$ cat src/verilog/pin_select_pkg.sv
// Constants, field layouts and types of the memory-select pin assignment block
// ----------------------------------------------------------------------------
// ----------------------------------------------------------------------------
package pin_select_pkg;
    // Register byte offsets on the register bus
    localparam logic [11:0] OFFSET_LATCH = 12'h000;
    localparam logic [11:0] OFFSET_SELECT_LOW = 12'h004;
    localparam logic [11:0] OFFSET_SELECT_HIGH = 12'h008;
    // Writable bit masks, the forced-one bit of the low register and the latch reset value
    localparam logic [15:0] MASK_LATCH = 16'h007F;
    localparam logic [15:0] MASK_SELECT_LOW = 16'h3FFD;
    localparam logic [15:0] MASK_SELECT_HIGH = 16'h03FF;
    localparam logic [15:0] FORCED_ONE_LOW = 16'h0002;
    localparam logic [15:0] RESET_LATCH = 16'h007F;
    // Pin counts and field geometry
    localparam int PIN_COUNT = 12;
    localparam int LOW_FIELDS = 7;
    localparam int HIGH_FIELDS = 5;
    localparam int FIELD_WIDTH = 2;
    localparam int STRAP_HIGH_BASE = 3;
    // Pin function encodings
    localparam logic [1:0] FIELD_DISCRETE = 2'h0;
    localparam logic [1:0] FIELD_ALTERNATE = 2'h1;
    localparam logic [1:0] FIELD_SELECT_8 = 2'h2;
    localparam logic [1:0] FIELD_SELECT_16 = 2'h3;
    // Bus responses
    localparam logic [1:0] RESP_OKAY = 2'h0;
    localparam logic [1:0] RESP_SLVERR = 2'h2;

    typedef enum {pin_discrete, pin_alternate, pin_select_8, pin_select_16} pin_role_t;

    // Role of a pin from its field
    function automatic pin_role_t decode_role(input logic [1:0] field);
        case (field)
            FIELD_DISCRETE: decode_role = pin_discrete;
            FIELD_ALTERNATE: decode_role = pin_alternate;
            FIELD_SELECT_8: decode_role = pin_select_8;
            default: decode_role = pin_select_16;
        endcase
    endfunction
endpackage

$ cat src/verilog/pin_config_if.sv
// Interface carrying the configuration registers to the pin multiplexer
`timescale 1ns/10ps
interface pin_config_if;
    logic [15:0] latch;
    logic [15:0] select_low;
    logic [15:0] select_high;
    modport source (output latch, output select_low, output select_high);
    modport sink (input latch, input select_low, input select_high);
endinterface

$ cat src/verilog/reset_strap_decode.sv
// Reset values of the pin function registers derived from the data bus level
`timescale 1ns/10ps
module reset_strap_decode
    import pin_select_pkg::*;
(
    input wire logic [7:0] data_bus_in,
    output logic [15:0] low_reset,
    output logic [15:0] high_reset
);
    // ----------------------------------------------------------------
    // Low register: boot field keeps bit 1 set, data bit 0 below it
    // ----------------------------------------------------------------
    assign low_reset = {2'h0, data_bus_in[2], 1'b1, data_bus_in[2], 1'b1, data_bus_in[2], 1'b1,
                        data_bus_in[1], 1'b1, data_bus_in[1], 1'b1, data_bus_in[1], 1'b1,
                        1'b1, data_bus_in[0]};

    // ----------------------------------------------------------------
    // High register: a zero on the bus turns that pin and all below into address lines
    // ----------------------------------------------------------------
    assign high_reset[15:2 * HIGH_FIELDS] = '0;
    genvar f;
    generate
        for (f = 0; f < HIGH_FIELDS; f++) begin : g_high
            assign high_reset[2 * f + 1] = &data_bus_in[7:STRAP_HIGH_BASE + f];
            assign high_reset[2 * f] = 1'b1;
        end
    endgenerate
endmodule // reset_strap_decode

$ cat src/verilog/pin_function_mux.sv
// Per-pin selection between memory select, alternate function and discrete output (latch bit, or E clock on pin 11)
`timescale 1ns/10ps
module pin_function_mux
    import pin_select_pkg::*;
(
    input wire logic aclk,
    input wire logic aresetn,
    pin_config_if.sink cfg,
    input wire logic [PIN_COUNT-1:0] select_strobe_n,
    input wire logic [PIN_COUNT-1:0] alternate_out,
    input wire logic [PIN_COUNT-1:0] alternate_oe,
    input wire logic e_phase_clock,
    input wire logic bus_request_pin_in,
    output logic [PIN_COUNT-1:0] pin_out,
    output logic [PIN_COUNT-1:0] pin_oe,
    output logic [PIN_COUNT-1:0] port_is_16,
    output logic bus_request_pin
);
    logic [2*PIN_COUNT-1:0] fields;
    logic [PIN_COUNT-1:0] has_discrete;
    logic [PIN_COUNT-1:0] discrete_level;
    logic [PIN_COUNT-1:0] next_out;
    logic [PIN_COUNT-1:0] next_oe;
    logic [PIN_COUNT-1:0] next_wide;

    // ----------------------------------------------------------------
    // Pin order: 0 boot, 1..6 selects 0..5, 7..11 selects 6..10
    // ----------------------------------------------------------------
    assign fields = {cfg.select_high[2*HIGH_FIELDS-1:0], cfg.select_low[2*LOW_FIELDS-1:0]};
    // Selects 0..2 have no discrete output; the boot pin never reaches it
    assign has_discrete = 12'hF80 | 12'h070;
    assign discrete_level = {e_phase_clock, cfg.latch[6:3], cfg.latch[2:0], 3'h0, 1'b0};

    genvar p;
    generate
        for (p = 0; p < PIN_COUNT; p++) begin : g_pin
            logic [1:0] field;
            pin_role_t role;
            assign field = fields[2*p +: 2];
            // The boot pin forces bit 1 high, so only the two select roles remain
            assign role = (p == 0) ? decode_role({1'b1, field[0]}) : decode_role(field);
            assign next_out[p] = (role == pin_discrete) ? discrete_level[p] :
                                 (role == pin_alternate) ? alternate_out[p] : select_strobe_n[p];
            // Request pin is an input in its alternate role, so never drive it there
            assign next_oe[p] = (role == pin_discrete) ? has_discrete[p] :
                                (role == pin_alternate) ? (alternate_oe[p] && p != 1) : 1'b1;
            assign next_wide[p] = (role == pin_select_16);
        end
    endgenerate

    // ----------------------------------------------------------------
    // Output flops; all pins idle undriven during reset
    // ----------------------------------------------------------------
    always_ff @(posedge aclk) begin
        if (!aresetn) begin
            pin_out <= '1;
            pin_oe <= '0;
            port_is_16 <= '0;
            bus_request_pin <= 1'b1;
        end else begin
            pin_out <= next_out;
            pin_oe <= next_oe;
            port_is_16 <= next_wide;
            // Released request reads inactive high when the pin has another role
            bus_request_pin <= (fields[3:2] == FIELD_ALTERNATE) ? bus_request_pin_in : 1'b1;
        end
    end
endmodule // pin_function_mux

$ cat src/verilog/chip_select_pin_assignment.sv
// Top of the memory-select pin assignment block with its AXI4-Lite register slave
//
// Decided for this implementation: the AXI4-Lite slave port and the address map.
`timescale 1ns/10ps
module chip_select_pin_assignment
    import pin_select_pkg::*;
#(
    parameter int ADDR_WIDTH = 12
) (
    input wire logic aclk,
    input wire logic aresetn,
    // AXI4-Lite write address
    input wire logic [ADDR_WIDTH-1:0] s_axi_awaddr,
    input wire logic s_axi_awvalid,
    output logic s_axi_awready,
    // AXI4-Lite write data
    input wire logic [31:0] s_axi_wdata,
    input wire logic [3:0] s_axi_wstrb,
    input wire logic s_axi_wvalid,
    output logic s_axi_wready,
    // AXI4-Lite write response
    output logic [1:0] s_axi_bresp,
    output logic s_axi_bvalid,
    input wire logic s_axi_bready,
    // AXI4-Lite read address
    input wire logic [ADDR_WIDTH-1:0] s_axi_araddr,
    input wire logic s_axi_arvalid,
    output logic s_axi_arready,
    // AXI4-Lite read data
    output logic [31:0] s_axi_rdata,
    output logic [1:0] s_axi_rresp,
    output logic s_axi_rvalid,
    input wire logic s_axi_rready,
    // Data bus level held by external logic during reset
    input wire logic [7:0] data_bus_in,
    // Pin sources from the rest of the chip
    input wire logic [PIN_COUNT-1:0] select_strobe_n,
    input wire logic [PIN_COUNT-1:0] alternate_out,
    input wire logic [PIN_COUNT-1:0] alternate_oe,
    input wire logic e_phase_clock_output,
    input wire logic bus_request_pin_in,
    // Pins
    output logic [PIN_COUNT-1:0] pin_out,
    output logic [PIN_COUNT-1:0] pin_oe,
    output logic [PIN_COUNT-1:0] port_is_16,
    output logic bus_request_pin
);
    // ----------------------------------------------------------------
    // Elaboration checks
    // ----------------------------------------------------------------
    generate
        if (ADDR_WIDTH < 4 || ADDR_WIDTH > 32) begin : g_bad_width
            // Refused while the design is built, before any clock runs
            $error("ADDR_WIDTH must lie between 4 and 32");
        end
    endgenerate

    // ----------------------------------------------------------------
    // Register storage
    // ----------------------------------------------------------------
    logic [15:0] discrete_output_latch;
    logic [15:0] pin_function_select_low;
    logic [15:0] pin_function_select_high;
    logic [15:0] low_reset;
    logic [15:0] high_reset;

    // Held write address and data; either may arrive first
    logic aw_held;
    logic w_held;
    logic [ADDR_WIDTH-1:0] aw_addr;
    logic [31:0] w_data;
    logic [3:0] w_strb;

    pin_config_if cfg_bus ();

    reset_strap_decode u_strap (
        .data_bus_in(data_bus_in),
        .low_reset(low_reset),
        .high_reset(high_reset)
    );

    pin_function_mux u_mux (
        .aclk(aclk),
        .aresetn(aresetn),
        .cfg(cfg_bus.sink),
        .select_strobe_n(select_strobe_n),
        .alternate_out(alternate_out),
        .alternate_oe(alternate_oe),
        .e_phase_clock(e_phase_clock_output),
        .bus_request_pin_in(bus_request_pin_in),
        .pin_out(pin_out),
        .pin_oe(pin_oe),
        .port_is_16(port_is_16),
        .bus_request_pin(bus_request_pin)
    );

    assign cfg_bus.latch = discrete_output_latch;
    assign cfg_bus.select_low = pin_function_select_low;
    assign cfg_bus.select_high = pin_function_select_high;

    // ----------------------------------------------------------------
    // Write address decode
    // ----------------------------------------------------------------
    logic [11:0] wr_offset;
    logic wr_hit_latch;
    logic wr_hit_low;
    logic wr_hit_high;
    logic wr_mapped;
    logic wr_fire;
    logic [15:0] byte_mask;
    logic [15:0] wr_value;

    // Only address bits 11..2 decode; bits 1..0 and the upper ones alias
    assign wr_offset = 12'(aw_addr) & 12'hFFC;
    assign wr_hit_latch = (wr_offset == OFFSET_LATCH);
    assign wr_hit_low = (wr_offset == OFFSET_SELECT_LOW);
    assign wr_hit_high = (wr_offset == OFFSET_SELECT_HIGH);
    assign wr_mapped = wr_hit_latch | wr_hit_low | wr_hit_high;
    // The write happens once both halves are held and no answer is pending
    assign wr_fire = aw_held & w_held & ~s_axi_bvalid;
    assign byte_mask = {{8{w_strb[1]}}, {8{w_strb[0]}}};
    assign wr_value = w_data[15:0];

    // Merge a write into a register while keeping its fixed bits
    function automatic logic [15:0] merge_write(input logic [15:0] old_value, input logic [15:0] wmask,
                                                input logic [15:0] forced_one);
        merge_write = ((old_value & ~(byte_mask & wmask)) | (wr_value & byte_mask & wmask)) | forced_one;
    endfunction

    // ----------------------------------------------------------------
    // Write channel handshake
    // ----------------------------------------------------------------
    // Ready drops after a take and rises again when the response is accepted,
    // which keeps at most one write in flight without any queue.
    always_ff @(posedge aclk) begin
        if (!aresetn) begin
            s_axi_awready <= 1'b1;
            aw_held <= 1'b0;
            aw_addr <= '0;
        end else if (s_axi_awvalid && s_axi_awready) begin
            s_axi_awready <= 1'b0;
            aw_held <= 1'b1;
            aw_addr <= s_axi_awaddr;
        end else if (s_axi_bvalid && s_axi_bready) begin
            s_axi_awready <= 1'b1;
            aw_held <= 1'b0;
        end
    end

    // Write data is taken on its own channel in the same manner
    always_ff @(posedge aclk) begin
        if (!aresetn) begin
            s_axi_wready <= 1'b1;
            w_held <= 1'b0;
            w_data <= '0;
            w_strb <= '0;
        end else if (s_axi_wvalid && s_axi_wready) begin
            s_axi_wready <= 1'b0;
            w_held <= 1'b1;
            w_data <= s_axi_wdata;
            w_strb <= s_axi_wstrb;
        end else if (s_axi_bvalid && s_axi_bready) begin
            s_axi_wready <= 1'b1;
            w_held <= 1'b0;
        end
    end

    // Response one cycle after both halves are held
    always_ff @(posedge aclk) begin
        if (!aresetn) begin
            s_axi_bvalid <= 1'b0;
            s_axi_bresp <= RESP_OKAY;
        end else if (wr_fire) begin
            s_axi_bvalid <= 1'b1;
            s_axi_bresp <= wr_mapped ? RESP_OKAY : RESP_SLVERR;
        end else if (s_axi_bready) begin
            s_axi_bvalid <= 1'b0;
        end
    end

    // ----------------------------------------------------------------
    // Registers
    // ----------------------------------------------------------------
    // Reset is synchronous, so the data bus is sampled on every edge during reset
    // and the last level before release remains as the configuration.
    always_ff @(posedge aclk) begin
        if (!aresetn) begin
            pin_function_select_low <= low_reset;
            pin_function_select_high <= high_reset;
        end else if (wr_fire && wr_hit_low) begin
            pin_function_select_low <= merge_write(pin_function_select_low, MASK_SELECT_LOW, FORCED_ONE_LOW);
        end else if (wr_fire && wr_hit_high) begin
            pin_function_select_high <= merge_write(pin_function_select_high, MASK_SELECT_HIGH, 16'h0000);
        end
    end

    // Discrete latch; only seven bits exist
    always_ff @(posedge aclk) begin
        if (!aresetn) begin
            discrete_output_latch <= RESET_LATCH;
        end else if (wr_fire && wr_hit_latch) begin
            discrete_output_latch <= merge_write(discrete_output_latch, MASK_LATCH, 16'h0000);
        end
    end

    // ----------------------------------------------------------------
    // Read path
    // ----------------------------------------------------------------
    logic [11:0] rd_offset;
    logic rd_hit_latch;
    logic rd_hit_low;
    logic rd_hit_high;
    logic rd_mapped;
    logic [15:0] rd_value;

    assign rd_offset = 12'(s_axi_araddr) & 12'hFFC;
    assign rd_hit_latch = (rd_offset == OFFSET_LATCH);
    assign rd_hit_low = (rd_offset == OFFSET_SELECT_LOW);
    assign rd_hit_high = (rd_offset == OFFSET_SELECT_HIGH);
    assign rd_mapped = rd_hit_latch | rd_hit_low | rd_hit_high;
    // Masks keep unused bits at their fixed levels on the way out as well
    assign rd_value = rd_hit_latch ? (discrete_output_latch & MASK_LATCH) :
                      rd_hit_low ? ((pin_function_select_low & MASK_SELECT_LOW) | FORCED_ONE_LOW) :
                      rd_hit_high ? (pin_function_select_high & MASK_SELECT_HIGH) : 16'h0000;

    // Read answer one cycle after the address is taken
    always_ff @(posedge aclk) begin
        if (!aresetn) begin
            s_axi_arready <= 1'b1;
            s_axi_rvalid <= 1'b0;
            s_axi_rdata <= '0;
            s_axi_rresp <= RESP_OKAY;
        end else if (s_axi_arvalid && s_axi_arready) begin
            s_axi_arready <= 1'b0;
            s_axi_rvalid <= 1'b1;
            s_axi_rdata <= {16'h0000, rd_value};
            s_axi_rresp <= rd_mapped ? RESP_OKAY : RESP_SLVERR;
        end else if (s_axi_rvalid && s_axi_rready) begin
            s_axi_arready <= 1'b1;
            s_axi_rvalid <= 1'b0;
        end
    end
endmodule // chip_select_pin_assignment

$ cat config.mk
export PLATFORM = sky130hd
export DESIGN_NAME = chip_select_pin_assignment
export DESIGN_NICKNAME = d
export VERILOG_FILES = /design/src/verilog/pin_select_pkg.sv /design/src/verilog/pin_config_if.sv /design/src/verilog/reset_strap_decode.sv /design/src/verilog/pin_function_mux.sv /design/src/verilog/chip_select_pin_assignment.sv
export SDC_FILE = /design/constraint.sdc
export NUM_CORES = 1
export LEC_CHECK = 0
export ABC_CLOCK_PERIOD_IN_PS = 1830
export BUFFER_PORTS_ARGS = -buffer_cell sky130_fd_sc_hd__buf_2
export CAP_MARGIN = 25
export CORE_ASPECT_RATIO = 0.7
export CORE_MARGIN = 2
export CORE_UTILIZATION = 47
export CTS_BUF_LIST = sky130_fd_sc_hd__clkbuf_2
export CTS_CLUSTER_SIZE = 25
export DETAILED_ROUTE_END_ITERATION = 8
export HOLD_SLACK_MARGIN = 0.06
export MAX_ROUTING_LAYER = met4
export PLACE_DENSITY = 0.9
export SLEW_MARGIN = 30
export SYNTH_ARGS = -nofsm -noshare
export SYNTH_HDL_FRONTEND = slang
export SYNTH_HIERARCHICAL = 1
export SYNTH_SLANG_ARGS = --single-unit
$ cat constraint.sdc
create_clock -name aclk -period 1.83 [get_ports aclk]
set_input_delay 0.0915 -clock aclk [delete_from_list [all_inputs] [get_ports aclk]]
set_output_delay 0.0915 -clock aclk [all_outputs]
set_load 0.01 [all_outputs]
==> results of run 1 <==
timing repair:
action / CTS / global route
endpoints found under the hold margin: 108 / 13
resized for setup: 0 / 3
hold buffers: 115 / 6
endpoints found under the setup margin: 0 / 8
worst max-delay path, cell delays in order:
cell and delay [ns]:
dlygate4sd3_1 0.53, buf_2 0.13, nor4_4 0.31, dlygate4sd3_1 0.76, nand4_1 0.22, o221ai_1 0.27
worst max path at each step:
stage,to,from,depth (start not counted)
after floorplan,flop,aw_addr[6],3
after global placement,flop,aw_addr[6],4
after detailed placement,flop,aw_addr[6],4
after CTS,w_data[11],s_axi_wready,4
after global routing,aw_addr[11],s_axi_awready,4
final,s_axi_rdata[8],s_axi_araddr[8],6
per-stage QoR:
step / cell area [µm²] / std cells / utilization (%) / hold slack (ns) / setup WS [ns]
final: 7132 / 934 / 68.87 / 0.1922 / 0.1186
after global routing: 7132 / 934 / 68.87 / 0.1720 / 0.01560
after CTS: 7087 / 930 / 68.43 / 0.1421 / 0.01557
after detailed placement: 5679 / 783 / 54.84 / 0.2840 / 0.2910
after global placement: 5679 / 783 / 54.84 / 0.2789 / 0.3136
after floorplan: 5115 / 563 / - / 0.1192 / 0.05830
per-layer routing:
layer / wire length (µm) / part of all wire [%] / vias up / global-route usage, %
met1: 6292 / 41 / 2250 / 30.94
met4: 454 / 3.0 / 0 / 11.36
met2: 7304 / 48 / 274 / 43.19
met3: 1186 / 7.8 / 50 / 6.931
met5: 0 / 0 / - / -
li1: - / - / 2278 / -
cell type report:
type,instances,area (µm²)
timing repair buffer,275,2017
clock inverter,15,171.4
tap,132,165.2
inverter,53,198.9
multi-input combinational,326,1941
clock buffer,17,85.08
sequential,116,2554
fill,726,3224
power groups by stage:
stage	registers [mW]	clock network (mW)	logic, mW
6_report	2.85	1.80	0.816
5_1_grt	2.87	1.92	0.880
4_1_cts	2.84	1.79	0.767
3_5_place_dp	2.89	0	0.570
3_3_place_gp	2.89	0	0.555
2_1_floorplan	2.89	0	0.380
==> results.md, run 1 <==
* Sw Ratio at 29.93%
* Number of global-route vias before repair at 4,775
* P_leak at 3.350 nW
* Type of the worst setup path: in2reg
* WL final at 15,240 µm
* Clk pin slew, worst setup/hold paths at 0.24 ns
* FF-to-FF path depth at 4
* Max cap viols at 0
* Int Pwr at 3.835 mW
* HPWL after detailed placement at 8838 µm
* Fin Clk Skew at 0.05032 ns
* Clock Sinks at 116
* Critical path peak fanout at 7
* Logic pwr share at 14.9%
* # setup viols final at 0
* Drt pass-1 iters at 7
* First-pass GRT wire length at 23,160 µm
* Most common cell after layout, fill and taps aside: buf_2
* Die height at 90.26 µm
* R2R Setup Slk at 0.13 ns
* Crit path time final at 1.711 ns
* Core Area at 10,360 µm²
* Nets at 902
* Yosys warning count at 6
* Final Hold Fails at 0
* Hold Path Sink: u_mux/pin_out[1]
* Worst Path Required at 2.43 ns
* Terminus of the critical flop-to-flop path: s_axi_rdata[11]
* N_diodes at 0
* Slew @ Worst Pin at 0.5204 ns
* Commonest non-fill, non-tap cells in the layout: buf_2, dlygate4sd3_1, dfxtp_1
* Clock tree root buffer cell: clkbuf_2
* Setup bufs post-CTS at 0
* Ports at 191
* RSZ-0062 raised after global routing: no
* Mapped Cells at 534
* Period utilization at 93.52%
* Overall power at 5.473 mW
* Startpoint Class: primary input
* Clk Latency, worst-skew pair at 0.69 ns
* I/O Buffers at 143
* Max Freq at 584.3 MHz
* Fin. max-slew vios at 0
* Seq pwr share at 52.1%
* Clock Power Share at 33.0%
* Longest Clk Path Bufs at 2
* NetSw at 1.638 mW
* Post-Syn Area at 4996 µm²
* Antenna Violating Nets Remaining at 0
* Fraction of layout cells with a size suffix above 1 at 25.06%
* Tightest Hold Check Type: in2reg
* Vias at 4,852
* WP data arrival at 2.31 ns
* Number of remaining DRC errors at 0
* Initial DRC Count at 521
* Row cnt at 31
* Hold Crit Start: select_strobe_n[1]
* Vias per std cell at 5.195
* VDD IR max at 0.3972 mV
* DR WL/cell at 16.31 µm
* Setup tns final at 0 ns
* H-tree depth at 4
* CTS buffer count at 17
* DIE WIDTH at 127.2 µm
* Avg Cell Area, Syn at 9.356 µm²
* Antenna violations before repair at 0
* P&R area growth vs syn at 42.75%
* Gr usage total at 26.42%
* Largest net degree at the start of global routing at 55
* Die area at 11,480 µm²
* CTS tree: yes
* Relative slew slack at 65.24%
* Final Wtd Congestion at 0.8646
* GR Overflow Total at 0
* R2R Path Start: s_axi_arready
* Starting Density at 48.24%
* CP endpoint kind: flop
* Pwr per Cell Area at 767.3 nW/µm²
* Worst hold stages at 4
* Status: finished, final reports clean
Power figures use the tool's default switching activity.
==> run 2, diff against run 1 <==
--- a/config.mk
+++ b/config.mk
@@ -17,6 +17,7 @@
 export HOLD_SLACK_MARGIN = 0.06
 export MAX_ROUTING_LAYER = met4
 export PLACE_DENSITY = 0.9
+export SETUP_SLACK_MARGIN = 0.5
 export SLEW_MARGIN = 30
 export SYNTH_ARGS = -nofsm -noshare
 export SYNTH_HDL_FRONTEND = slang
==> run 2 against run 1 <==
Sequential share of layout area decreased by 0.14 points. Highest routed layer unchanged. Final area increased by 2.8%. Clock power barely moved. Wire length increased by 32%. Die area is the same. Cell count grew 0.64%. Combinational power up 14%. Core utilization is 2.0 points higher.
==> results.md, run 2 (same netlist as run 1, synthesis figures left out) <==
* Max Freq at 625.2 MHz
* GR Overflow Total at 0
* WP data arrival at 1.95 ns
* Final std cells w/o fill at 940
* Fin Clk Skew at 0.06887 ns
* Tightest Hold Check Type: in2reg
* DIE WIDTH at 127.2 µm
* R2R Path Start: aw_addr[6]
* Clock tree root buffer cell: clkbuf_2
* VDD IR max at 0.4413 mV
* Critical path, cell by cell: nor4_4 > nand3_4 > o31ai_4
* Slew @ Worst Pin at 0.9030 ns
* Final Wtd Congestion at 0.8636
* CTS buffer count at 17
* First-pass GRT wire length at 24,920 µm
* # setup viols final at 0
* Ports at 191
* Antenna Violating Nets Remaining at 0
* Worst Path Required at 2.18 ns
* Clk pin slew, worst setup/hold paths at 0.25 ns
* Most common cell after layout, fill and taps aside: buf_2
* Nets at 908
* H-tree depth at 4
* CTS tree: yes
* P&R area growth vs syn at 46.81%
* Pwr per Cell Area at 760.8 nW/µm²
* Number of global-route vias before repair at 4,883
* Vias at 5,475
* Commonest non-fill, non-tap cells in the layout: buf_2, dlygate4sd3_1, nand2_1
* DP Cell Count at 780
* Clk Latency, worst-skew pair at 0.71 ns
* Setup tns final at 0 ns
* Overall power at 5.580 mW
* Critical Path Start: aw_addr[6]
* Fin. max-slew vios at 0
* Initial DRC Count at 835
* Fraction of layout cells with a size suffix above 1 at 33.66%
* P_leak at 3.474 nW
* Design Area, Final at 7335 µm²
* HPWL after detailed placement at 9045 µm
* Final Hold Fails at 0
* Status: finished, final reports clean
* Type of the worst setup path: reg2reg
* Number of remaining DRC errors at 0
* Row cnt at 31
* Hold Crit Start: aresetn
* I/O Buffers at 143
* Tightest hold margin at 0.1063 ns
* WL final at 20,040 µm
* Antenna violations before repair at 0
* CP endpoint kind: flop
* N_diodes at 0
* RSZ-0062 raised after global routing: yes
* Worst path slowest cell: o31ai_4
* Relative slew slack at 39.67%
* Core Area at 10,360 µm²
* Placed Area at 5668 µm²
* Die area at 11,480 µm²
* Starting Density at 48.24%
* Clock Sinks at 116
* DR WL/cell at 21.32 µm
* Worst path max stage delay at 0.38 ns
* Startpoint Class: flop
* Largest net degree at the start of global routing at 42
* Critical path peak fanout at 6
* Drt pass-1 iters at 8
* Max cap viols at 0
* Crit path time final at 1.600 ns
* Vias per std cell at 5.824
* Period utilization at 87.41%
* Longest Clk Path Bufs at 2
* Die height at 90.26 µm
* Gr usage total at 28.60%
-- run 2: power by group --
| group | switching (mW) | internal (mW) | total (mW) |
|---|---|---|---|
| logic | 0.467 | 0.463 | 0.930 |
| registers | 0.129 | 2.75 | 2.87 |
| clock network | 1.14 | 0.635 | 1.78 |
-- run 2: path summary, 6_finish.rpt --
path	to	slack (ns)	depth (start not counted)
worst min-delay path	flop	0.11	4
worst min register to register	w_data[11]	0.48	2
worst max register to register	flop	0.23	3
worst max-delay path	flop	0.23	3
-- run 2: area by class of cell --
type	count	area (µm²)
clock buffers	17	85.08
clock inverters	15	152.6
fillers	672	3022
inverters	53	198.9
multi-input cells	326	2002
flip-flops and latches	116	2616
well taps	132	165.2
repair buffers	281	2115
-- run 2: layer usage --
layer | vias up | wire length [µm] | global-route usage, %
met5 | - | 0 | -
li1 | 2292 | - | -
met2 | 558 | 9060 | 47.18
met3 | 135 | 2443 | 7.820
met1 | 2490 | 7141 | 33.26
met4 | 0 | 1392 | 11.45
-- run 2: what timing repair did --
item	CTS	global route
endpoints found under the hold margin	112	3
endpoints found under the setup margin	34	108
gates cloned	0	0
hold buffers	103	4
buffers inserted	8	15
gates resized for setup	24	65
pin swaps	6	6
-- run 2: worst max-delay path, delay by kind of cell, from the launching register on --
kind | cells | cell delay (ns)
simple gates | 2 | 0.54
compound gates | 1 | 0.38
flops | 1 | 0.37
-- run 2: through the flow --
step	utilization, %	setup WS (ns)
floorplan	-	0.1857
global placement	54.73	0.2499
detailed placement	54.73	0.1896
CTS	67.98	0.2217
global route	70.82	0.1582
finish	70.82	0.2305
==> run 3, diff against run 2 <==
--- a/config.mk
+++ b/config.mk
@@ -10,13 +10,13 @@
 export CAP_MARGIN = 25
 export CORE_ASPECT_RATIO = 0.7
 export CORE_MARGIN = 2
-export CORE_UTILIZATION = 47
+export CORE_UTILIZATION = 25
 export CTS_BUF_LIST = sky130_fd_sc_hd__clkbuf_2
 export CTS_CLUSTER_SIZE = 25
 export DETAILED_ROUTE_END_ITERATION = 8
 export HOLD_SLACK_MARGIN = 0.06
 export MAX_ROUTING_LAYER = met4
-export PLACE_DENSITY = 0.9
+export PLACE_DENSITY = 0.58
 export SETUP_SLACK_MARGIN = 0.5
 export SLEW_MARGIN = 30
 export SYNTH_ARGS = -nofsm -noshare
==> run 3 against run 2 <==
Cell count increased by 14%. Sequential cell count unchanged. Global-route usage fell by 14 points. Critical path depth rose by 2. Worst setup slack worse by 0.058 ns. Fmax shrank 3.5%. Clock power decreased by 7%. Critical path type unchanged.
==> results.md, run 3 (same netlist as run 1, synthesis figures left out) <==
* Status: finished, final reports clean
* Pwr per Cell Area at 711.0 nW/µm²
* N_diodes at 0
* Antenna violations before repair at 0
* CP endpoint kind: flop
* Max Freq at 603.2 MHz
* Placed Area at 5901 µm²
* Worst Path Required at 2.22 ns
* GR Overflow Total at 0
* WP data arrival at 2.04 ns
* Type of the worst setup path: reg2reg
* RSZ-0062 raised after global routing: yes
* CTS buffer count at 17
* I/O Buffers at 143
* Antenna Violating Nets Remaining at 0
* Slew @ Worst Pin at 0.8397 ns
* Most common cell after layout, fill and taps aside: buf_2
* Vias at 4,481
* Tightest Hold Check Type: in2reg
* Core Area at 19,690 µm²
* DR WL/cell at 14.46 µm
* Gr usage total at 14.98%
* R2R Path Start: aw_addr[11]
* Die height at 122.3 µm
* Largest net degree at the start of global routing at 47
* P&R area growth vs syn at 51.62%
* Number of remaining DRC errors at 0
* First-pass GRT wire length at 23,710 µm
* Longest Clk Path Bufs at 2
* Setup tns final at 0 ns
* VDD IR max at 0.2900 mV
* H-tree depth at 4
* Hold Path Sink: u_mux/pin_oe[8]
* CTS tree: yes
* Drt pass-1 iters at 5
* Fraction of layout cells with a size suffix above 1 at 34.13%
* P_leak at 3.465 nW
* Period utilization at 90.60%
* Design Area, Final at 7575 µm²
* Commonest non-fill, non-tap cells in the layout: buf_2, dlygate4sd3_1, nand2_1
* WL final at 15,480 µm
* Number of global-route vias before repair at 4,332
* FF-to-FF path depth at 5
* HPWL after detailed placement at 10,820 µm
* DIE WIDTH at 173.0 µm
* Fin. max-slew vios at 0
* Row cnt at 43
* Initial DRC Count at 223
* Final Wtd Congestion at 0.7727
* Critical path peak fanout at 8
* Die area at 21,150 µm²
* Hold Crit Start: alternate_oe[8]
* Final Hold Fails at 0
* Fin Clk Skew at 0.03934 ns
* Clk Latency, worst-skew pair at 0.68 ns
* Clock tree root buffer cell: clkbuf_2
* Max cap viols at 0
* Nets at 900
* Clock Sinks at 116
* Ports at 191
* # setup viols final at 0
* Startpoint Class: flop
* Crit path time final at 1.658 ns
* Vias per std cell at 4.188
* Starting Density at 25.37%
* Clk pin slew, worst setup/hold paths at 0.20 ns
* Relative slew slack at 43.84%
* R2R Setup Slk at 0.17 ns
* Worst hold stages at 3
-- run 3: cell types whose count changed in the layout (fill, tap and decap cells not counted), sizes merged --
| cell | change |
|---|---|
| clkbuf | +1 |
| buf | +4 |
| dlygate4sd3 | -10 |
| clkinvlp | +1 |
| dlymetal6s4s | -2 |
| inv | -2 |
-- run 3: what timing repair did --
item | in CTS | in global routing
setup endpoints to repair | 49 | 90
buffers inserted | 11 | 8
hold endpoints to repair | 108 | 1
hold buffers | 92 | 1
resized for setup | 43 | 72
pin swaps | 4 | 9
-- run 3: worst max-delay path by stage --
stage / from / endpoint / slack, ns / cells after the start
2_1_floorplan: aw_addr[6] / flop / 0.19 / 3
3_3_place_gp: aw_addr[9] / flop / 0.18 / 3
3_5_place_dp: aw_addr[9] / flop / 0.11 / 3
4_1_cts: aw_addr[5] / flop / 0.16 / 4
5_1_grt: aw_addr[11] / flop / 0.11 / 5
6_report: aw_addr[11] / flop / 0.17 / 5
-- run 3: worst max-delay path, stage by stage (launching register included) --
cell and delay (ns):
dfxtp_2 0.38, nor4_4 0.36, nand3_4 0.19, buf_6 0.16, o21ai_4 0.13, buf_12 0.14
-- run 3: per-layer routing --
layer	part of all wire [%]	global-route usage [%]
met4	0.76	3.337
met1	52	21.15
met3	6.2	4.275
met2	42	21.10
met5	0	-
-- run 3: layout make-up --
class / count / area (µm²)
Fill cell: 1990 / 12120
Sequential cell: 116 / 2614
Timing Repair Buffer: 273 / 2197
Multi-Input combinational cell: 326 / 2001
Tap cell: 270 / 337.8
Inverter: 53 / 198.9
Clock inverter: 14 / 136.4
Clock buffer: 18 / 90.09
-- run 3: power by group --
| part | total [mW] | switching (mW) | internal [mW] | leakage [nW] |
|---|---|---|---|---|
| clock | 1.65 | 1.03 | 0.622 | 0.140 |
| sequential | 2.85 | 0.109 | 2.74 | 1.01 |
| combinational | 0.879 | 0.402 | 0.477 | 2.31 |
-- run 3: stage by stage --
| step | power, mW | instances | utilization (%) | hold WS [ns] | setup slack, ns |
|---|---|---|---|---|---|
| final | 5.385 | 1070 | 38.47 | 0.1463 | 0.1721 |
| after global placement | 3.496 | 926 | 29.97 | 0.2788 | 0.1754 |
| after CTS | 5.376 | 1061 | 36.86 | 0.07498 | 0.1576 |
| after global routing | 5.691 | 1070 | 38.47 | 0.08502 | 0.1145 |
| after floorplan | 3.271 | 563 | - | 0.1192 | 0.1857 |
| after detailed placement | 3.502 | 926 | 29.97 | 0.2937 | 0.1142 |
